[config.mk]
export PLATFORM = sky130hd
export DESIGN_NAME = dagc_serial_gain_control
export DESIGN_NICKNAME = d
export VERILOG_FILES = /design/src/hdl/dagc_serial_gain_control.v /design/src/hdl/dagc_pin_sync.v
export VERILOG_INCLUDE_DIRS = /design/src /design/src/shared
export SDC_FILE = /design/constraint.sdc
export NUM_CORES = 1
export LEC_CHECK = 0
export BUFFER_PORTS_ARGS = -buffer_cell sky130_fd_sc_hd__clkbuf_2
export CORE_MARGIN = 3
export CORE_UTILIZATION = 38
export CTS_CLUSTER_DIAMETER = 60
export DETAILED_ROUTE_END_ITERATION = 8
export SLEW_MARGIN = 5
export SYNTH_ARGS = -nofsm -noshare
export SYNTH_HDL_FRONTEND = slang
export SYNTH_HIERARCHICAL = 1
export SYNTH_SLANG_ARGS = --single-unit
[constraint.sdc]
create_clock -name sys_clk -period 5.1 [get_ports sys_clk]
set_input_delay 0.51 -clock sys_clk [delete_from_list [all_inputs] [get_ports sys_clk]]
set_output_delay 0.51 -clock sys_clk [all_outputs]
set_load 0.02 [all_outputs]
[src/shared/dagc_consts.vh]
`ifndef DAGC_CONSTS_VH
`define DAGC_CONSTS_VH

// ==========================================================
// serial frame
`define DAGC_FRAME_BITS 16
`define DAGC_CNT_W 5
`define DAGC_REG_RESET 16'h0000

// ==========================================================
// field layout of the user configuration register
`define DAGC_GAIN_W 5
`define DAGC_GAIN_A_LSB 0
`define DAGC_GAIN_A_MSB 4
`define DAGC_GAIN_B_LSB 5
`define DAGC_GAIN_B_MSB 9
`define DAGC_BIT_SIGNED_FMT 10
`define DAGC_BIT_MODE 11
`define DAGC_BIT_BUS_SEL 12

// ==========================================================
// converter data
`define DAGC_DATA_W 10
`define DAGC_DATA_MSB 9

// ==========================================================
// timing
`define DAGC_GAIN_APPLY_EDGES 2'h2
`define DAGC_SYNC_STAGES 3

`endif

[src/hdl/dagc_serial_gain_control.v]
`timescale 1ns/100ps
`include "dagc_consts.vh"

// Behaviour
// - after reset every bit of the user configuration register is zero until a frame is accepted.
// - a complete frame commits on the first rising serial clock edge after the 16th falling edge or on chip select rising.
// - chip select rising before 16 falling serial clock edges flags an incomplete write and leaves the register alone.
// - new gain codes reach the amplifiers on the second falling edge of the internal sample clock after a commit.
// - only the gain fields wait for the sample clock; format, mode and bus select follow the commit at once.
// - the format bit sets both channels: zero gives unsigned binary, one gives two's complement.
// - each channel has its own 5-bit gain code selecting one of 32 steps from 0 dB to about 18 dB.
// - conversion runs on a 40 MHz internal sample clock whatever the applied clock option.
// - the applied clock is either 80 MHz, halved inside, or 40 MHz used directly.
// - samples leave on one shared bus or on two separate buses as the bus select bit says.
// - both channels are captured on the same sample clock edge as 10-bit words.
// - unsigned format maps full positive input to 3ff, zero input to 200 and full negative input to 000.
module dagc_serial_gain_control (
    // clock and reset
    input wire sys_clk,
    input wire reset_n,
    // serial control pins
    input wire serialClk,
    input wire serial_data_in,
    input wire chipSelect_n,
    // converter clock pin and clock option (1: 80 MHz applied, 0: 40 MHz applied)
    input wire sampleClkPin,
    input wire clockOption80,
    // raw unsigned converter codes of both channels
    input wire [`DAGC_DATA_W-1:0] rawCodeA,
    input wire [`DAGC_DATA_W-1:0] rawCodeB,
    // configuration as applied
    output reg [`DAGC_GAIN_W-1:0] gainCodeA,
    output reg [`DAGC_GAIN_W-1:0] gainCodeB,
    output wire output_signed_format,
    output wire modeBit,
    output wire bus_select_bit,
    output reg [15:0] userReg,
    // frame status
    output reg writeDone,
    output reg writeError,
    // converter clock and output buses
    output reg internal_sample_clock,
    output reg sampleTick,
    output reg [`DAGC_DATA_W-1:0] busAData,
    output reg [`DAGC_DATA_W-1:0] busBData,
    output reg busAIsChannelB
);

// ==========================================================
// helpers
function [`DAGC_DATA_W-1:0] formatCode;
    input [`DAGC_DATA_W-1:0] code;
    input signedFmt;
    begin
        // offset binary to two's complement is an msb flip
        formatCode = {code[`DAGC_DATA_MSB] ^ signedFmt, code[`DAGC_DATA_MSB-1:0]};
    end
endfunction

// ==========================================================
// pin synchronisers
wire sclkSync;
wire dataSync;
wire csSync;
wire clkSync;

dagc_pin_sync uSyncSclk (
    .sys_clk(sys_clk),
    .reset_n(reset_n),
    .pinIn(serialClk),
    .pinOut(sclkSync)
);

dagc_pin_sync uSyncData (
    .sys_clk(sys_clk),
    .reset_n(reset_n),
    .pinIn(serial_data_in),
    .pinOut(dataSync)
);

// chip select idles high; the synchroniser resets low, so a false rise is masked below
dagc_pin_sync uSyncCs (
    .sys_clk(sys_clk),
    .reset_n(reset_n),
    .pinIn(chipSelect_n),
    .pinOut(csSync)
);

dagc_pin_sync uSyncClk (
    .sys_clk(sys_clk),
    .reset_n(reset_n),
    .pinIn(sampleClkPin),
    .pinOut(clkSync)
);

reg sclkLast;
reg csLast;
reg clkLast;
reg csSeenHigh;

wire sclkFall = sclkLast & ~sclkSync;
wire sclkRise = ~sclkLast & sclkSync;
wire csRise = ~csLast & csSync & csSeenHigh;
wire clkRise = ~clkLast & clkSync;
wire clkFall = clkLast & ~clkSync;

always @(posedge sys_clk or negedge reset_n) begin
    if (!reset_n) begin
        sclkLast <= 1'b0;
        csLast <= 1'b0;
        clkLast <= 1'b0;
        csSeenHigh <= 1'b0;
    end else begin
        sclkLast <= sclkSync;
        csLast <= csSync;
        clkLast <= clkSync;
        if (csLast) begin
            csSeenHigh <= 1'b1;
        end
    end
end

// ==========================================================
// serial frame receiver
reg [15:0] shiftReg;
reg [`DAGC_CNT_W-1:0] bitCount;
reg frameFull;
reg frameDone;

wire frameActive = ~csSync & csSeenHigh;
wire commitBySclk = frameActive & frameFull & ~frameDone & sclkRise;
wire commitByCs = csRise & frameFull & ~frameDone;
wire commit = commitBySclk | commitByCs;

always @(posedge sys_clk or negedge reset_n) begin
    if (!reset_n) begin
        shiftReg <= `DAGC_REG_RESET;
        bitCount <= {`DAGC_CNT_W{1'b0}};
        frameFull <= 1'b0;
        frameDone <= 1'b0;
        userReg <= `DAGC_REG_RESET;
        writeDone <= 1'b0;
        writeError <= 1'b0;
    end else begin
        writeDone <= commit;
        writeError <= csRise & ~frameFull;
        if (commit) begin
            userReg <= shiftReg;
        end
        if (csSync) begin
            // a new frame starts clean; a short frame leaves userReg untouched
            bitCount <= {`DAGC_CNT_W{1'b0}};
            frameFull <= 1'b0;
            frameDone <= 1'b0;
        end else if (frameActive) begin
            if (commitBySclk) begin
                frameDone <= 1'b1;
            end
            // falling edges after the 16th are ignored until chip select rises
            if (sclkFall && !frameFull) begin
                shiftReg <= {shiftReg[14:0], dataSync};
                bitCount <= bitCount + 1'b1;
                if (bitCount == `DAGC_FRAME_BITS - 1) begin
                    frameFull <= 1'b1;
                end
            end
        end
    end
end

assign output_signed_format = userReg[`DAGC_BIT_SIGNED_FMT];
assign modeBit = userReg[`DAGC_BIT_MODE];
assign bus_select_bit = userReg[`DAGC_BIT_BUS_SEL];

// ==========================================================
// internal 40 MHz sample clock
wire intFall = clockOption80 ? (clkRise & internal_sample_clock) : clkFall;
wire intRise = clockOption80 ? (clkRise & ~internal_sample_clock) : clkRise;

always @(posedge sys_clk or negedge reset_n) begin
    if (!reset_n) begin
        internal_sample_clock <= 1'b0;
    end else if (clockOption80) begin
        // halving the 80 MHz clock keeps conversion at 40 MHz
        if (clkRise) begin
            internal_sample_clock <= ~internal_sample_clock;
        end
    end else begin
        internal_sample_clock <= clkSync;
    end
end

// ==========================================================
// gain resynchronisation; a later commit restarts the wait
reg [`DAGC_GAIN_W-1:0] pendingA;
reg [`DAGC_GAIN_W-1:0] pendingB;
reg gainPending;
reg [1:0] fallCount;

always @(posedge sys_clk or negedge reset_n) begin
    if (!reset_n) begin
        pendingA <= {`DAGC_GAIN_W{1'b0}};
        pendingB <= {`DAGC_GAIN_W{1'b0}};
        gainPending <= 1'b0;
        fallCount <= 2'h0;
        gainCodeA <= {`DAGC_GAIN_W{1'b0}};
        gainCodeB <= {`DAGC_GAIN_W{1'b0}};
    end else if (commit) begin
        pendingA <= shiftReg[`DAGC_GAIN_A_MSB:`DAGC_GAIN_A_LSB];
        pendingB <= shiftReg[`DAGC_GAIN_B_MSB:`DAGC_GAIN_B_LSB];
        gainPending <= 1'b1;
        fallCount <= 2'h0;
    end else if (gainPending && intFall) begin
        if (fallCount + 2'h1 == `DAGC_GAIN_APPLY_EDGES) begin
            // changing gain only at a sample edge avoids mid-sample glitches
            gainCodeA <= pendingA;
            gainCodeB <= pendingB;
            gainPending <= 1'b0;
            fallCount <= 2'h0;
        end else begin
            fallCount <= fallCount + 2'h1;
        end
    end
end

// ==========================================================
// sample capture and output buses
reg [`DAGC_DATA_W-1:0] heldB;

always @(posedge sys_clk or negedge reset_n) begin
    if (!reset_n) begin
        sampleTick <= 1'b0;
        heldB <= {`DAGC_DATA_W{1'b0}};
        busAData <= {`DAGC_DATA_W{1'b0}};
        busBData <= {`DAGC_DATA_W{1'b0}};
        busAIsChannelB <= 1'b0;
    end else begin
        sampleTick <= intFall;
        if (intFall) begin
            // both channels taken on the same edge
            heldB <= formatCode(rawCodeB, output_signed_format);
            busAData <= formatCode(rawCodeA, output_signed_format);
            busAIsChannelB <= 1'b0;
            if (bus_select_bit) begin
                busBData <= {`DAGC_DATA_W{1'b0}};
            end else begin
                busBData <= formatCode(rawCodeB, output_signed_format);
            end
        end else if (intRise && bus_select_bit) begin
            // shared bus: channel b follows in the second half of the sample period
            busAData <= heldB;
            busAIsChannelB <= 1'b1;
        end
    end
end

endmodule

[src/hdl/dagc_pin_sync.v]
`timescale 1ns/100ps
`include "dagc_consts.vh"

// ==========================================================
// three-stage pin synchroniser; output moves once stages two and three agree
module dagc_pin_sync (
    // clock and reset
    input wire sys_clk,
    input wire reset_n,
    // pin side
    input wire pinIn,
    // synchronised side
    output reg pinOut
);

reg stage1;
reg stage2;
reg stage3;

always @(posedge sys_clk or negedge reset_n) begin
    if (!reset_n) begin
        stage1 <= 1'b0;
        stage2 <= 1'b0;
        stage3 <= 1'b0;
        pinOut <= 1'b0;
    end else begin
        stage1 <= pinIn;
        stage2 <= stage1;
        stage3 <= stage2;
        // stage1 is read by stage2 only
        if (stage2 == stage3) begin
            pinOut <= stage3;
        end
    end
end

endmodule

==> out/results.tsv <==
stage	metric	value	unit
final_layout	n_antenna_cell	0	
global_route	grt_pass1_vias	2484	
logic_synthesis	synth_warnings	6	
timing	timing.final.ws_setup	2.242	ns
status	status	finished, final reports clean	
final_layout	nets	417	
global_route	overflow	0	
critical_path	crit_path_max_fanout	36	
final_layout	instances_no_fill	529	
timing	report.final.slew_viol_count	0	
placement	dp.final_hpwl	5066	µm
global_route	antenna_found_initial	0	
clock_tree	cts.sinks	107	
die	core_area	10460	µm²
clock_tree	root_buffer	clkbuf_8	
timing	finalSetupTns	0	ns
critical_path	cp-end-kind	register	
die	initial_core_util	39.58	%
critical_path	regToRegStartpoint	uSyncClk/pinOut$_DFFE_PN0N_	
die	die-area	12190	µm²
detailed_routing	vias	2479	
final_layout	drive_gt1_share	38.17	%
logic_synthesis	synth_area	4141	µm²
logic_synthesis	synth_top_area_cell	dfrtp_1	
clock_tree	hold_buffers	0	
logic_synthesis	synthTopCellsByArea	dfrtp_1, mux2_2, nand2_1, mux2i_1, mux2_4	
critical_path	ff2ff_path_depth	6	
logic_synthesis	ys_types	38	
timing	tightest_slew	0.9723	ns
global_route	grt_pass1_wl	12270	µm
timing	rsz0062_at_grt	no	
die	die_y	110.4	µm
critical_path	crit_required	5.35	ns
placement	placed_cells	513	
timing	finalSetupViolCount	0	
placement	gp_congestion	0.7010	
power	ir_worst_vdd	0.0001896	V
timing	max_freq	0.3499	GHz
detailed_routing	wire_per_inst	14.04	µm
timing	skew	0.01138	ns
final_layout	syn_to_final_growth	16.31	%
final_layout	layout_common_cells	dfrtp_1, clkbuf_2, nand2_1	
clock_tree	htreeDepth	3	
critical_path	arrival	3.10	ns
detailed_routing	drt-pass1-iter-count	4	
job	drv_cap	0	
die	fp.dieW	110.4	µm
clock_tree	postCtsSetupBuffers	0	
timing	layout_worst_path_cycle_share	56.03	%
detailed_routing	ant_nets	0	
die	ios	81	
logic_synthesis	netlist_instances	311	
critical_path	cp-start-kind	register	
logic_synthesis	syn_avg_cell_area	13.32	µm²
clock_tree	clk_pin_slew	0.10	ns
worst_hold_path	hold_class	in -> async	
placement	pre_cts_slack	1.980	ns
detailed_routing	detail_route.iter0.violations	80	
final_layout	fill_cells	1011	
critical_path	ff2ff_setup_slack	2.24	ns
logic_synthesis	ys_ff_latch	107	
detailed_routing	via_per_inst	4.686	
timing	hold_viol_final	0	
critical_path	worstReg2RegEnd	gainCodeB[3]$_DFFE_PN0P_	
die	core.rowCount	37	
critical_path	critPathKind	reg -> reg	
timing	fin_crit	2.858	ns
global_route	grt_max_degree	59	
clock_tree	cts_made_buffers	9	
detailed_routing	drc	0	
logic_synthesis	synth_top_area_share	64.65	%
logic_synthesis	ys_seq_area_share	64.65	%
power	power.density	380.2	nW/µm²
placement	io_buffers	80	
clock_tree	clk_path_buf_depth	2	
clock_tree	insertion_delay	0.36	ns
clock_tree	cts_tree	built	
detailed_routing	drt-total-wl	7428	µm
final_layout	final_common_cell	dfrtp_1	
global_route	grt_use_total	13.10	%
logic_synthesis	syn_nets	340	
power	leakage	0.002464	µW
timing	relSlewSlack	35.18	%
clock_tree	cts_resized	0	
==> metal layers <==
layer | vias to the layer above | track usage (%) | wire (µm)
met3 | 5 | 4.601 | 480
met1 | 1208 | 17.84 | 3494
met2 | 68 | 20.19 | 3385
li1 | 1198 | - | -
met4 | 0 | 3.166 | 68
met5 | - | 0 | 0
==> critical path, cell delays in order (launching register included) <==
cell	delay [ns]
dfrtp_1	0.45
and4b_1	0.23
nor2_2	0.10
buf_4	0.29
clkinv_1	0.77
nand4_4	0.52
mux2_2	0.37
==> cell families after synthesis <==
kind of cell	after synthesis	synth area share (%)
DFF	107	64.65
buffers and inverters	21	3.232
adders and majority gates	6	1.692
xor gates and xnor gates	6	1.269
AOI/OAI and AO/OA	30	4.019
muxes	54	15.05
and+or+nand+nor	87	10.09
==> final cells by class <==
type,count,area (µm²),share of cell area [%]
timing repair buffer,83,425.4,8.831
multi-input combinational,183,1333,27.66
sequential,107,2678,55.58
inverter,4,15.01,0.3117
tap,136,170.2,3.532
clock buffer,11,151.4,3.143
clock inverter,5,45.04,0.9351
==> power breakdown <==
| part | leakage [µW] | internal, µW | total, µW | switching, µW |
|---|---|---|---|---|
| clock | 0.0000981 | 211 | 499 | 287 |
| sequential | 0.00138 | 967 | 1050 | 78.2 |
| combinational | 0.000989 | 115 | 288 | 172 |
==> flip-flops by register name, indices dropped and copies added (netlist names), 2 cells and up <==
name and count:
shiftReg 16, busAData 10, busBData 10, bitCount 5, userReg 16, gainCodeA 5
fallCount 2, heldB 10, gainCodeB 5
==> per-stage QoR <==
step | hold slack, ns | power (µW) | area, µm² | util (%)
after floorplan | 0.2144 | 1233 | 4141 | -
after CTS | 0.1670 | 1863 | 4817 | 46.04
after detailed placement | 0.3347 | 1358 | 4621 | 44.16
after global placement | 0.3326 | 1347 | 4621 | 44.16
after global routing | 0.1844 | 1946 | 4817 | 46.04
final | 0.1550 | 1832 | 4817 | 46.04
==> cell usage after synthesis <==
master / n
buf_2: 3
or2b_2: 1
o31ai_1: 1
a21o_1: 1
a211o_1: 1
buf_6: 2
mux2_4: 8
dfrtp_1: 107
clkbuf_1: 6
and4b_1: 2
and3_1: 1
nand4_1: 1
maj3_2: 4
nand2b_1: 9
or2_2: 1
a211oi_1: 1
and2b_2: 1
xor2_1: 4
nand2_1: 53
mux2_2: 34
nand4_4: 1
nor2_1: 12
nor3b_1: 2
o21ai_0: 20
inv_1: 3
xnor2_1: 2
nor2b_1: 1
a41oi_1: 1
nor4bb_1: 1
ha_1: 2
a31oi_1: 1
or3b_1: 1
mux2i_1: 12
buf_12: 1
a21oi_1: 4
clkinv_1: 1
buf_4: 4
dlygate4sd1_1: 1
==> how the worst max path moves through the flow <==
stage | start | slack, ns | to
2_1_floorplan | uSyncCs/pinOut$_DFFE_PN0N_ | 3.16 | gainCodeA[0]$_DFFE_PN0P_
3_3_place_gp | clockOption80 | 2.07 | gainCodeA[1]$_DFFE_PN0P_
3_5_place_dp | clockOption80 | 1.98 | gainCodeB[1]$_DFFE_PN0P_
4_1_cts | uSyncClk/pinOut$_DFFE_PN0N_ | 2.17 | gainCodeB[4]$_DFFE_PN0P_
5_1_grt | uSyncClk/pinOut$_DFFE_PN0N_ | 1.90 | gainCodeB[3]$_DFFE_PN0P_
6_report | uSyncClk/pinOut$_DFFE_PN0N_ | 2.24 | gainCodeB[3]$_DFFE_PN0P_
Power figures use the tool's default switching activity.
